**src/serial_pkg.sv**
```systemverilog
// constants and carriers for the serial break/idle transceiver
package serial_pkg;
    localparam logic [7:0] OFS_CTRL = 8'h00;
    localparam logic [7:0] OFS_BAUD = 8'h04;
    localparam logic [7:0] OFS_TXDATA = 8'h08;
    localparam logic [7:0] OFS_RXDATA = 8'h0C;
    localparam logic [7:0] OFS_FLAGS = 8'h10;
    localparam logic [7:0] OFS_EVENTS = 8'h14;
    localparam logic [7:0] OFS_MASK = 8'h18;
    localparam int CTRL_W = 6;
    localparam int EV_W = 4;
    localparam logic [3:0] BASE_BITS = 4'hA;
    localparam logic [3:0] LONG_EXTRA = 4'h3;
    localparam logic [1:0] HTRANS_NONSEQ = 2'h2;
    localparam int CLK_HZ = 40_000_000;
    localparam int BAUD_HZ = 9_600;
    localparam int BAUD_DIV = (CLK_HZ + BAUD_HZ / 2) / BAUD_HZ;
    localparam logic [15:0] BAUD_RESET = 16'(BAUD_DIV);
    localparam logic [10:0] SHIFT_MARK = 11'h7FF;
    localparam logic [10:0] SHIFT_SPACE = 11'h000;

    typedef struct packed {
        logic rx_invert_ctl;
        logic nine_bit_sel;
        logic long_break_sel;
        logic send_break_ctl;
        logic rx_enable_bit;
        logic tx_enable_bit;
    } ctrl_s;

    typedef struct packed {
        logic overrun;
        logic framing;
        logic rx_full;
        logic tx_empty;
    } evt_s;

    localparam ctrl_s CTRL_RESET = ctrl_s'(6'h00);
    localparam evt_s EV_NONE = evt_s'(4'h0);

    typedef enum logic [3:0] {
        TX_FREE = 4'b0001,
        TX_DATA = 4'b0010,
        TX_BREAK = 4'b0100,
        TX_MARK = 4'b1000
    } tx_e;

    typedef enum logic [3:0] {
        RX_HUNT = 4'b0001,
        RX_START = 4'b0010,
        RX_BITS = 4'b0100,
        RX_STOP = 4'b1000
    } rx_e;
endpackage
```
**src/serial_break_idle.sv**
```systemverilog
// serial transceiver with break, queued idle and receive framing
`timescale 1ns/10ps
// Function
// (RULE1) tx keeps pin until queued work ends
// (RULE2) break is one character of continuous low
// (RULE3) setting send break queues one break
// (RULE4) break still set at load queues another
// (RULE5) break length 10/11/13/14 from selects
// (RULE6) received break gives zeros and framing error
// (RULE7) software waits for empty before break
// (RULE8) empty flag sets when data enters shifter
// (RULE9) sender leaves idle character between messages
// (RULE10) enable clear-then-set queues one idle character
// (RULE11) pin not released while work pending; code takes it a cycle late for a break queued with tx off
// (RULE12) software drives port high if released
// (RULE13) receive invert applies before framing
// (RULE14) receiver runs only while enabled
// (RULE15) frame is start, data lsb first, stop
// (RULE16) load receive data only when not full
// (RULE17) transfer sets full flag until read
// (RULE18) full register on completion means overrun
module serial_break_idle
    import serial_pkg::*;
#(
    parameter logic [15:0] BAUD_INIT = BAUD_RESET
)(
    input wire logic hclk,
    input wire logic hresetn,
    input wire logic hsel,
    input wire logic [31:0] haddr,
    input wire logic [1:0] htrans,
    input wire logic hwrite,
    input wire logic [2:0] hsize,
    input wire logic [31:0] hwdata,
    input wire logic hready,
    output logic hreadyout,
    output logic hresp,
    output logic [31:0] hrdata,
    input wire logic rxd,
    output logic txd,
    output logic txd_oe,
    output logic irq
);
    function automatic logic [3:0] char_bits(input logic nine,
                                             input logic longb);
        char_bits = BASE_BITS + {3'h0, nine} + (longb ? LONG_EXTRA : 4'h0);
    endfunction

    ctrl_s ctrl, next_ctrl, wr_ctrl;
    evt_s ev, next_ev, mask, next_mask, new_ev;
    logic [15:0] baud_div, next_baud_div, bcnt, next_bcnt;
    logic [15:0] rcnt, next_rcnt;
    logic wr_pend, next_wr_pend;
    logic [7:0] wr_addr, next_wr_addr;
    logic [31:0] next_hrdata;
    tx_e tx_state, next_tx_state;
    rx_e rx_state, next_rx_state;
    logic [10:0] tx_shift, next_tx_shift;
    logic [3:0] tx_cnt, next_tx_cnt, rbit, next_rbit;
    logic brk_q, next_brk_q, idle_q, next_idle_q;
    logic [8:0] tdr, next_tdr, rshift, next_rshift, rdr, next_rdr;
    logic tx_data_empty_flag, next_tx_data_empty_flag, rx_data_full_flag, next_rx_data_full_flag;
    logic tx_own, next_tx_own;
    logic rx_sync1, rx_sync2, rx_in;
    logic ap_valid, tick, tx_slot, ctrl_wr, tdr_wr;
    logic load_brk, load_idle, load_data, rx_done;

    assign hreadyout = 1'b1;
    assign hresp = 1'b0;
    assign txd = tx_shift[0];
    assign txd_oe = tx_own;
    assign irq = |(ev & mask);
    assign rx_in = rx_sync2 ^ ctrl.rx_invert_ctl; // RULE13
    assign ap_valid = hsel && hready && (htrans == HTRANS_NONSEQ
                      || htrans == 2'h3) && (hsize <= 3'h2);
    assign wr_ctrl = ctrl_s'(hwdata[CTRL_W-1:0]);
    assign ctrl_wr = wr_pend && wr_addr == OFS_CTRL;
    assign tdr_wr = wr_pend && wr_addr == OFS_TXDATA;
    assign tick = bcnt == 16'h0000;
    assign tx_slot = tick && (tx_state == TX_FREE || tx_cnt == 4'h1);
    assign load_brk = tx_slot && brk_q;
    assign load_idle = tx_slot && !brk_q && idle_q;
    assign load_data = tx_slot && !brk_q && !idle_q
                       && ctrl.tx_enable_bit && !tx_data_empty_flag;
    assign rx_done = rx_state == RX_STOP && rcnt == 16'h0000;

    always_comb
    begin
        next_ctrl = ctrl;
        next_mask = mask;
        next_baud_div = baud_div;
        next_wr_pend = ap_valid && hwrite;
        next_wr_addr = haddr[7:0];
        next_hrdata = hrdata;
        next_tdr = tdr;
        next_tx_data_empty_flag = tx_data_empty_flag;
        next_rdr = rdr;
        next_rx_data_full_flag = rx_data_full_flag;
        new_ev = EV_NONE;
        next_ev = ev;
        next_bcnt = tick ? baud_div - 16'h0001 : bcnt - 16'h0001;
        next_brk_q = brk_q;
        next_idle_q = idle_q;
        next_tx_state = tx_state;
        next_tx_shift = tx_shift;
        next_tx_cnt = tx_cnt;
        next_rx_state = rx_state;
        next_rcnt = rcnt;
        next_rbit = rbit;
        next_rshift = rshift;
        // transmitter: queued break first, then idle, then data
        if (load_brk)
        begin
            next_tx_state = TX_BREAK;
            next_tx_shift = SHIFT_SPACE; // RULE2
            next_tx_cnt = char_bits(ctrl.nine_bit_sel,
                                    ctrl.long_break_sel); // RULE5
            next_brk_q = ctrl.send_break_ctl; // RULE4
        end
        else if (load_idle)
        begin
            next_tx_state = TX_MARK;
            next_tx_shift = SHIFT_MARK;
            next_tx_cnt = char_bits(ctrl.nine_bit_sel, 1'b0);
            next_idle_q = 1'b0;
        end
        else if (load_data)
        begin
            next_tx_state = TX_DATA;
            next_tx_shift = ctrl.nine_bit_sel
                ? {1'b1, tdr, 1'b0} : {2'b11, tdr[7:0], 1'b0}; // RULE15
            next_tx_cnt = char_bits(ctrl.nine_bit_sel, 1'b0);
            next_tx_data_empty_flag = 1'b1; // RULE8
            new_ev.tx_empty = 1'b1;
        end
        else if (tx_slot)
        begin
            next_tx_state = TX_FREE;
            next_tx_shift = SHIFT_MARK;
            next_tx_cnt = 4'h0;
        end
        else if (tick && tx_state != TX_FREE)
        begin
            // break keeps filling with low so long breaks stay low
            next_tx_shift = {tx_state != TX_BREAK, tx_shift[10:1]};
            next_tx_cnt = tx_cnt - 4'h1;
        end
        // pin is ours while anything shifts or is queued, bar the first cycle of a break queued with tx off
        next_tx_own = next_ctrl.tx_enable_bit || next_tx_state != TX_FREE
                      || next_brk_q || next_idle_q; // RULE1 RULE11
        // receiver
        if (!ctrl.rx_enable_bit)
        begin
            next_rx_state = RX_HUNT; // RULE14
        end
        else
        begin
            next_rcnt = rcnt - 16'h0001;
            case (rx_state)
                RX_HUNT:
                begin
                    if (!rx_in)
                    begin
                        next_rx_state = RX_START;
                        next_rcnt = {1'b0, baud_div[15:1]};
                        next_rshift = 9'h000;
                    end
                end
                RX_START:
                begin
                    if (rcnt == 16'h0000)
                    begin
                        // a start bit gone high by mid-bit was a glitch
                        next_rx_state = rx_in ? RX_HUNT : RX_BITS;
                        next_rcnt = baud_div - 16'h0001;
                        next_rbit = 4'h0;
                    end
                end
                RX_BITS:
                begin
                    if (rcnt == 16'h0000)
                    begin
                        next_rshift[rbit] = rx_in; // RULE15
                        next_rbit = rbit + 4'h1;
                        next_rcnt = baud_div - 16'h0001;
                        if (rbit == (ctrl.nine_bit_sel ? 4'h8 : 4'h7))
                        begin
                            next_rx_state = RX_STOP;
                        end
                    end
                end
                RX_STOP:
                begin
                    if (rcnt == 16'h0000)
                    begin
                        next_rx_state = RX_HUNT;
                    end
                end
                default:
                begin
                    next_rx_state = RX_HUNT;
                end
            endcase
        end
        if (rx_done && ctrl.rx_enable_bit)
        begin
            new_ev.framing = !rx_in; // RULE6
            if (rx_data_full_flag)
            begin
                new_ev.overrun = 1'b1; // RULE18
            end
            else
            begin
                next_rdr = rshift; // RULE16
                next_rx_data_full_flag = 1'b1; // RULE17
                new_ev.rx_full = 1'b1;
            end
        end
        // bus: reads answer and clear at the address phase
        if (ap_valid && !hwrite)
        begin
            case (haddr[7:0])
                OFS_CTRL: next_hrdata = {26'h0, ctrl};
                OFS_BAUD: next_hrdata = {16'h0, baud_div};
                OFS_TXDATA: next_hrdata = {23'h0, tdr};
                OFS_RXDATA: next_hrdata = {23'h0, rdr};
                OFS_FLAGS: next_hrdata = {29'h0, tx_own, rx_data_full_flag, tx_data_empty_flag};
                OFS_EVENTS: next_hrdata = {28'h0, ev};
                OFS_MASK: next_hrdata = {28'h0, mask};
                default: next_hrdata = 32'h0000_0000;
            endcase
            if (haddr[7:0] == OFS_RXDATA && !new_ev.rx_full)
            begin
                next_rx_data_full_flag = 1'b0; // RULE17
            end
            if (haddr[7:0] == OFS_EVENTS)
            begin
                next_ev = EV_NONE;
            end
        end
        next_ev = next_ev | new_ev;
        if (ctrl_wr)
        begin
            next_ctrl = wr_ctrl;
            if (wr_ctrl.send_break_ctl && !ctrl.send_break_ctl)
            begin
                next_brk_q = 1'b1; // RULE3
            end
            if (wr_ctrl.tx_enable_bit && !ctrl.tx_enable_bit)
            begin
                next_idle_q = 1'b1; // RULE10
            end
            next_tx_own = next_tx_own || wr_ctrl.tx_enable_bit;
        end
        if (wr_pend && wr_addr == OFS_BAUD)
        begin
            next_baud_div = hwdata[15:0];
        end
        if (tdr_wr)
        begin
            next_tdr = hwdata[8:0];
            next_tx_data_empty_flag = 1'b0;
        end
        if (wr_pend && wr_addr == OFS_MASK)
        begin
            next_mask = evt_s'(hwdata[EV_W-1:0]);
        end
    end

    always_ff @(posedge hclk or negedge hresetn)
    begin
        if (!hresetn)
        begin
            ctrl <= CTRL_RESET;
            mask <= EV_NONE;
            ev <= EV_NONE;
            baud_div <= BAUD_INIT;
            bcnt <= 16'h0000;
            wr_pend <= 1'b0;
            wr_addr <= 8'h00;
            hrdata <= 32'h0000_0000;
            tdr <= 9'h000;
            tx_data_empty_flag <= 1'b1;
            rdr <= 9'h000;
            rx_data_full_flag <= 1'b0;
            brk_q <= 1'b0;
            idle_q <= 1'b0;
            tx_state <= TX_FREE;
            tx_shift <= SHIFT_MARK;
            tx_cnt <= 4'h0;
            tx_own <= 1'b0;
            rx_state <= RX_HUNT;
            rcnt <= 16'h0000;
            rbit <= 4'h0;
            rshift <= 9'h000;
            rx_sync1 <= 1'b1;
            rx_sync2 <= 1'b1;
        end
        else
        begin
            ctrl <= next_ctrl;
            mask <= next_mask;
            ev <= next_ev;
            baud_div <= next_baud_div;
            bcnt <= next_bcnt;
            wr_pend <= next_wr_pend;
            wr_addr <= next_wr_addr;
            hrdata <= next_hrdata;
            tdr <= next_tdr;
            tx_data_empty_flag <= next_tx_data_empty_flag;
            rdr <= next_rdr;
            rx_data_full_flag <= next_rx_data_full_flag;
            brk_q <= next_brk_q;
            idle_q <= next_idle_q;
            tx_state <= next_tx_state;
            tx_shift <= next_tx_shift;
            tx_cnt <= next_tx_cnt;
            tx_own <= next_tx_own;
            rx_state <= next_rx_state;
            rcnt <= next_rcnt;
            rbit <= next_rbit;
            rshift <= next_rshift;
            rx_sync1 <= rxd;
            rx_sync2 <= rx_sync1;
        end
    end
endmodule // serial_break_idle

```
**config.mk**
```make
export PLATFORM = sky130hd
export DESIGN_NAME = serial_break_idle
export DESIGN_NICKNAME = d
export VERILOG_FILES = /design/src/serial_pkg.sv /design/src/serial_break_idle.sv
export SDC_FILE = /design/constraint.sdc
export NUM_CORES = 1
export LEC_CHECK = 0
export ABC_AREA = 1
export BUFFER_PORTS_ARGS = -buffer_cell sky130_fd_sc_hd__buf_2
export CELL_PAD_IN_SITES_DETAIL_PLACEMENT = 0
export CELL_PAD_IN_SITES_GLOBAL_PLACEMENT = 1
export CORE_MARGIN = 5
export CORE_UTILIZATION = 39
export DETAILED_ROUTE_END_ITERATION = 16
export PLACE_DENSITY = 0.81
export SYNTH_ARGS = -nofsm -noshare
export SYNTH_HDL_FRONTEND = slang
export SYNTH_SLANG_ARGS = --single-unit
```
**constraint.sdc**
```tcl
create_clock -name hclk -period 1.8 [get_ports hclk]
set_input_delay 0.36 -clock hclk [delete_from_list [all_inputs] [get_ports hclk]]
set_output_delay 0.36 -clock hclk [all_outputs]
set_load 0.05 [all_outputs]
```
Word level (Yosys, flattened, before mapping)
Index checks and enable logic that the tools add are counted.

word-level totals
  register bits after elaboration = 164
  input port bits = 75
  output and inout port bits = 37
  word-level logic and storage cells = 194

operators by class
  add/subtract/negate cells = 7
  order comparisons = 3
  eq/ne operators = 31
  muxes and demuxes = 62
  bitwise logic cells = 4
  reduce and logical (&&, ||, !) cells = 52

operators by type and width
  kind                                                                    number
  16-bit one-hot mux with 7 select lines                                  1
  4-bit 2-to-1 mux                                                        20
  11-bit 2-to-1 mux                                                       5
  16-bit 2-to-1 mux                                                       3
  16-bit by 1-bit subtractor with 16-bit output (second input constant)   3
  8-bit by 5-bit equality test with 1-bit output (second input constant)  4
  16-bit logical NOT                                                      2
  16-bit one-hot mux with 2 select lines                                  1
  8-bit by 4-bit equality test with 1-bit output (second input constant)  3
  1-bit logical AND                                                       23
  1-bit 2-to-1 mux                                                        21
  9-bit 2-to-1 mux                                                        2
  9-bit one-hot mux with 2 select lines                                   1
  8-bit by 3-bit equality test with 1-bit output (second input constant)  2
  8-bit logical NOT                                                       2
  4-bit one-hot mux with 4 select lines                                   1
  4-bit by 1-bit equality test with 1-bit output (second input constant)  3
  3-bit != test (second input constant)                                   4
  10-bit 2-to-1 mux                                                       1
  2-bit != test (second input constant)                                   5
  9-bit bitwise mux                                                       1
  1-bit logical NOT                                                       8
  4-bit by 1-bit != test with 1-bit output (second input constant)        2
  4-bit one-hot mux with 2 select lines                                   1
  other kinds (30)                                                        40

Depth between registers and ports, before layout
Gate-level depths: netlist (run 1).

  word-level depth = 16
  mapped depth = 12
  mapped depth without buffers = 12

Worst setup path after synthesis (run 1)
Ideal clock, no wire load.

  path kind = register to output
  start = reg ev[0] in the netlist's numbering
  end = out irq
  arrival time = 1467 ps
  required time = 1440 ps
  path slack = -27 ps
  stages on the path, launching flop included = 3
  buffers on the path = 0
  cells stage by stage = dfrtp_1 > inv_1 > o21ai_0

between the ends
  cells in the longest elaborated chain, start to end = 2

ends and longest elaborated chain
  what                    line                      text
  from (decl)             serial_break_idle.sv:50   evt_s ev, next_ev, mask, next_mask, new_ev;
  from (signal assigned)  serial_break_idle.sv:303  ev <= next_ev;
  4-bit bitwise AND       serial_break_idle.sv:72   assign irq = |(ev & mask);
  4-bit OR reduction      serial_break_idle.sv:72
  to (decl)               serial_break_idle.sv:42   output logic irq

Every way passes these cells.

Worst setup path after layout (run 1)
  start = reg rcnt[0]
  end = reg rbit[2]

between the ends
  cells in the longest elaborated chain, start to end = 3
  elaborated cells between the ends (all ways) = 4
  classes of those cells = 2 x eq/ne; 2 x reduce/logical

ends and longest elaborated chain
  what                             line                                                text
  from (decl)                      serial_break_idle.sv:52                             logic [15:0] rcnt, next_rcnt;
  from (signal assigned)           serial_break_idle.sv:320                            rcnt <= next_rcnt;
  16-bit logical NOT *             serial_break_idle.sv:171, serial_break_idle.sv:181
  2-bit != test (no line)          -
  4-bit AND reduction (no line) *  -
  to (signal assigned)             serial_break_idle.sv:321                            rbit <= next_rbit;
  to (decl)                        serial_break_idle.sv:59                             logic [3:0] tx_cnt, next_tx_cnt, rbit, next_rbit;

Every way passes the cells marked *; elsewhere a longest branch is shown, timed or not.
A chain may end at the register's enable or synchronous reset.

==> results of run 1 <==
[what timing repair did]
item                                   in CTS  in global routing
pin swaps                                   0                 21
resized for setup                           4                 87
setup endpoints to repair                   8                 57
endpoints found under the hold margin      31                  0
buffers inserted                            0                  6
hold buffers                                1                  0
cloned                                      0                  2
[cells by family (layout without fill, tap and decap cells)]
kind of cell / count (synthesis) / in the layout / synth area share
AOI/OAI and AO/OA: 195 / 195 / 0.129
xor gates and xnor gates: 28 / 28 / 0.0289
DFF: 148 / 148 / 0.440
and+or+nand+nor: 519 / 521 / 0.271
buffers and inverters: 200 / 315 / 0.101
muxes: 8 / 8 / 0.0124
other: 2 / 18 / 0.000886
adders and majority gates: 11 / 11 / 0.0162
[worst max-delay path, delay by kind of cell (launching register included)]
family	cells	cell delay, ns
compound gates	1	0.08
buf+inv	1	0.08
fa+ha+maj	1	0.15
simple gates	7	0.98
flops	1	0.39
[per-layer routing]
| layer | vias up | GRT usage | share of wire |
|---|---|---|---|
| met5 | - | 0 | 0 |
| met4 | 0 | 0.0606 | 0.018 |
| met3 | 28 | 0.0445 | 0.050 |
| met2 | 158 | 0.305 | 0.47 |
| met1 | 3519 | 0.262 | 0.47 |
| li1 | 3772 | - | - |
[cell type report]
class	count	area, um^2	area share
clock buffers	20	457	0.0440
clock inverters	12	145	0.0140
inverters	162	614	0.0592
multi-input cells	781	4220	0.406
flip-flops and latches	148	3730	0.359
well taps	280	350	0.0337
repair buffers	121	867	0.0835
[final timing paths]
path	startpoint	endpoint	slack (ns)
worst max-delay path	rcnt[0]$_DFFE_PN0P_	rbit[2]$_DFFE_PN0P_	0.05
worst min-delay path	rxd	rx_sync1$_DFF_PN1_	0.02
worst max register to register	rcnt[0]$_DFFE_PN0P_	rbit[2]$_DFFE_PN0P_	0.05
worst min register to register	rx_sync1$_DFF_PN1_	rx_sync2$_DFF_PN1_	0.36
max in group asynchronous	hresetn	baud_div[12]$_DFFE_PN1P_	0.70
min in group asynchronous	hresetn	bcnt[15]$_DFF_PN0_	0.43
[flip-flops by register name, indices dropped and copies added (netlist names), 4 cells and up]
name / flops
bcnt: 16
wr_addr: 8
rcnt: 16
baud_div: 16
ev: 4
tx_cnt: 4
tx_shift: 11
rx_state: 4
tx_state: 4
ctrl: 6
tdr: 9
mask: 4
hrdata: 16
rbit: 4
rshift: 9
rdr: 9
[cell usage after synthesis (4+ instances only)]
master	number	area share
nand2_2	8	0.0059
nand4_1	12	0.0089
mux2_2	4	0.0053
a21oi_1	33	0.019
o211ai_1	10	0.0089
nand3_2	4	0.0047
a22oi_1	4	0.0035
nor3_1	10	0.0059
nor2_1	147	0.065
o21ai_2	8	0.0083
o22ai_1	11	0.0081
nor2_2	10	0.0074
nor2_4	7	0.0093
o21ai_1	10	0.0059
nand3_1	57	0.034
xor2_1	19	0.020
inv_1	154	0.068
dfrtp_1	127	0.37
nand2_1	248	0.11
inv_2	8	0.0035
xnor2_1	9	0.0093
buf_2	11	0.0065
o21ai_0	102	0.060
clkbuf_1	4	0.0018
a31oi_1	5	0.0037
dfstp_2	21	0.065
buf_4	20	0.018
ha_1	11	0.016
mux2_4	4	0.0071
[power breakdown]
group,total [mW],internal (mW),switching (mW)
Sequential,3.85,3.59,0.262
Combinational,2.96,1.08,1.88
Clock,3.65,2.14,1.51
Total,10.5,6.81,3.65
==> metrics.txt, run 1 <==
run status=completed; Final period util=0.974; Avg Vias per Cell=roughly 4.9; initial antenna violation count=0; antenna diode count=0; grt ovf=0; Crit-path slowest cell=dfrtp_1; EDFF count, synth=0; Final Critical Period=1.75 ns; share of post-route cells with drive strength above 1=0.234; commonest non-fill, non-tap cells in the layout=nand2_1 (237), inv_1 (146), nor2_1 (136); R2R cell count=10; Seq/Total Area, Yosys=0.440; Place WS=-0.0150 ns; synthesis-stage register bit count=~150; Primary FF master, synth=dfrtp_1; Worst EP arrival=2.12 ns; Syn Std Cell Area=0.00848 mm^2; final-report hold violation count=0; Fin Hold WS=0.0202 ns; Routed Antenna Nets=0; Finished Cell Area=just over 0.01 mm^2; asr flop ratio synth=1.00; Unique masters post-synth=52; Routed WL=23000 um; critical-path cell list=inv_2, ha_4, nand2_4, nor2_4, nand3_2, nor2_4, nand3_4, nor2_4, nand4_1, o21ai_1; Chip Height=about 160 um; Post-Syn Area per Cell=7.63 um^2; All-Layer GR Usage=0.192; Die W=around 160 um; Cells after Synth=1111; CP endpoint kind=flop; routability cong.=0.914; Die Area=0.0248 mm^2; PortBufs=52; critical path fanouts, max=6; DPL Wire Length=17100 um; HP Class=in -> reg; DR vias=between 7000 and 8000; Leak Pwr=5.16 nW; Final setup viols=0; IO Count=112; Nets=1317; cell mode on critical path=nor2_4; most common cell after layout, fill and taps aside=nand2_1; H-tree levels=4; maximum clock frequency=570 MHz; Rows=54; Placement Cell Area=0.00943 mm^2; CTS tree=yes; Clock Latency Late Sink=0.43 ns; WHS Path Cells=1; CP Class=reg -> reg; placed instance count=1483; CP required=2.16 ns; Pwr Total=10.5 mW; Area Overhead vs Synth=22.5%; global-route wire length before repair=37500 um; # fillers=2152; Clock transition at path regs=approximately 0.070 ns; Setup crit start kind=flop; Clock Tree Buf Depth=2; CTS Sinks=~150; largest net degree at the start of global routing=43; Ys Warns=0; clock root cell=clkbuf_16; Final Util=0.480; worst vdd ir=0.561 mV; slowest stage delay, CP=0.39 ns; core area=0.0216 mm^2; Num CTS Buffers=17; final setup TNS=0 ns; final-report max-slew violation count=0; worst clock skew=0.0117 ns; final std cells w/o fill=1524; final setup margin=0.0470 ns; Maximum Capacitance Violations=0; Iter 0 DRT Violations=432; # DRC=0; average wire per standard cell=approximately 15 um; vias in the first global route=7345; Initial Utilization=0.392; P per Cell Area=1010 mW/mm^2; RSZ-0062 raised after global routing=yes; router iterations before antenna repair=8
(Power assumes the default switching activity.)
==> run 2: changes to the inputs <==
- ABC_AREA: 1 -> unset
- CORE_UTILIZATION: 39 -> 40
- PLACE_DENSITY: 0.81 -> 0.79
==> run 2 against run 1 <==
  * The run now ends with negative setup slack left
  * Setup slack lost 0.36 ns
  * Clock power about the same
  * Register-to-register slack lost 0.36 ns
  * Critical endpoint is now ev[0]$_DFF_PN0_
  * Largest cell class unchanged
==> metrics.txt, run 2 <==
CTS Sinks=between 100 and 150; final setup margin=-0.315 ns; Avg Vias per Cell=5.42; normalized max-slew margin=0.662; Leak Pwr=between 5 and 6 nW; Seq/Total Area, Yosys=0.476; Rows=51; Synth area leader=dfrtp_1; Unique masters post-synth=77; final-report hold violation count=0; Synth Area in XOR/XNOR=0.0280; count leader, synth=dfrtp_1; Synth top cells by count=dfrtp_1 (127), nand2_1 (77), mux2_2 (49); Final Critical Period=roughly 2.1 ns; initial antenna violation count=0; WHS Path Cells=1; IO Count=roughly 110; Syn Std Cell Area=0.00783 mm^2; Ys Warns=0; top cells by area, synth=dfrtp_1 (41%), dfstp_2 (7.0%), mux2_2 (7.0%); CP endpoint kind=flop; PortBufs=52; Area Overhead vs Synth=47.4%; HP Class=in -> reg; mux share of post-synthesis cell area=0.106; Worst EP arrival=2.48 ns; Worst-Margin Slew=0.506 ns; DR vias=6858; global-route wire length before repair=between 30000 and 40000 um; Compound-Gate Fraction of Synth Area=0.150; maximum clock frequency=around 470 MHz; CP Class=reg -> reg; Cells after Synth=~750; grt ovf=0; Maximum Capacitance Violations=0; clock root cell=clkbuf_16; routability cong.=0.903; P per Cell Area=~770 mW/mm^2; most common cell after layout, fill and taps aside=buf_4; Post-Syn Area per Cell=10.4 um^2; Setup crit start kind=flop; critical path fanouts, max=5; Iter 0 DRT Violations=approximately 410; run status=complete, but fails checks; Nets=1074; synthesis-stage register bit count=148; final setup TNS=-16.65 ns; All-Layer GR Usage=0.211; EDFF count, synth=0; Clock Latency Late Sink=approximately 0.43 ns; Final period util=1.17; Num CTS Buffers=17; vias in the first global route=roughly 6700; share of Yosys cell area claimed by the top area cell type=0.406; largest net degree at the start of global routing=47; share of post-route cells with drive strength above 1=0.504; Clock transition at path regs=around 0.06 ns; router iterations before antenna repair=5; Final Util=0.595; Die Area=0.0225 mm^2; core area=0.0194 mm^2; # DRC=0; Die W=between 100 and 150 um; worst clock skew=between 0.01 and 0.015 ns; RSZ-0062 raised after global routing=yes; average wire per standard cell=about 19 um; CTS tree=yes; antenna diode count=0; CP required=2.17 ns; Primary FF master, synth=dfrtp_1; Chip Height=roughly 150 um; Clock Tree Buf Depth=2; Critical R2R Launch=bcnt[0]$_DFF_PN0_; largest family of logic cells by synthesized area=simple AND/OR/NAND/NOR gates; Post-Synth Adder-Cell Area=0.0176; Routed Antenna Nets=0; H-tree levels=4; Initial Utilization=0.404; Critical path origin=bcnt[0]$_DFF_PN0_; Routed WL=about 24000 um; commonest non-fill, non-tap cells in the layout=buf_4 (158), dfrtp_1 (126), nand2_1 (59); Post-Synth Simple-Gate Area=0.172; asr flop ratio synth=1.00; R2R cell count=10; DPL Wire Length=16000 um; Final setup viols=105; final-report max-slew violation count=0; failing checks=negative setup slack; Worst Hold Launch=rxd; worst vdd ir=0.762 mV
run 2: changes by cell type in the layout (fill, tap and decap cells not counted), moves of 12 or more:
| cell | delta |
|---|---|
| a22o_1 | +20 |
| mux2_2 | +23 |
| inv_1 | -129 |
| buf_6 | +33 |
| nand2_1 | -178 |
| mux2_4 | +18 |
| nor2_2 | -12 |
| o21ai_0 | -73 |
| buf_4 | +98 |
| mux2i_1 | +14 |
| nor2_1 | -104 |
| nand3_1 | -44 |
run 2: per-layer routing:
layer | part of all wire | vias up | GRT usage
li1 | - | 3201 | -
met1 | 0.44 | 3410 | 0.293
met2 | 0.49 | 214 | 0.333
met3 | 0.055 | 33 | 0.0448
met4 | 0.017 | 0 | 0.0599
met5 | 0 | - | 0
run 2: area by class of cell:
cell class                      count  area, um^2
Fill cell                        1586        7860
Multi-Input combinational cell    541        4690
Inverter                           21        78.8
Timing Repair Buffer              259        2110
Tap cell                          265         332
Clock buffer                       18         439
Sequential cell                   148        3730
Clock inverter                     14         158
run 2: cells by family (layout without fill, tap and decap cells):
group / count (synthesis) / after routing
other cells: 2 / 18
simple gates: 246 / 246
buf+inv: 81 / 312
flops: 148 / 148
mux: 69 / 69
compound gates: 172 / 172
fa+ha+maj: 11 / 11
xor+xnor: 25 / 25
run 2: power by group:
part	switching [mW]	internal (mW)	total [mW]
logic	0.813	0.765	1.58
clock network	1.62	2.01	3.63
registers	0.171	3.53	3.70
total	2.60	6.31	8.91
run 2: through the flow:
step	hold slack [ns]	area (um^2)	cells	worst slack (ns)	power [mW]
4_1_cts	0.0105	11100	1245	-0.224	8.85
5_1_grt	0.00813	11500	1266	-0.445	9.27
3_3_place_gp	0.293	9690	1190	-0.222	5.08
6_report	0.0282	11500	1266	-0.315	8.91
3_5_place_dp	0.289	9690	1190	-0.259	5.11
2_1_floorplan	0.0644	8180	770	-0.251	4.48
run 2: worst max-delay path, stage by stage, from the launching register on:
cell and delay (ns):
dfrtp_1 0.37, inv_1 0.06, ha_2 0.17, or3b_4 0.40, nor4_4 0.27, buf_6 0.16
nand4_1 0.13, buf_4 0.19, buf_6 0.13, buf_6 0.11, nand2_2 0.04
run 2: worst paths after layout:
kind / to / slack, ns
setup / recovery: ev[0]$_DFF_PN0_ / -0.31
min in group asynchronous: bcnt[12]$_DFF_PN0_ / 0.40
setup reg to reg: ev[0]$_DFF_PN0_ / -0.31
hold / removal: rx_sync1$_DFF_PN1_ / 0.03
hold reg to reg: rx_sync2$_DFF_PN1_ / 0.36
max in group asynchronous: rx_sync1$_DFF_PN1_ / 0.75
run 2: timing repair:
| item | in CTS | in global routing |
|---|---|---|
| pin swaps | 51 | 43 |
| hold buffers | 1 | 0 |
| gates cloned | 4 | 2 |
| buffers inserted | 21 | 23 |
| setup endpoints to repair | 95 | 111 |
| gates resized for setup | 135 | 76 |
| endpoints found under the hold margin | 25 | 0 |
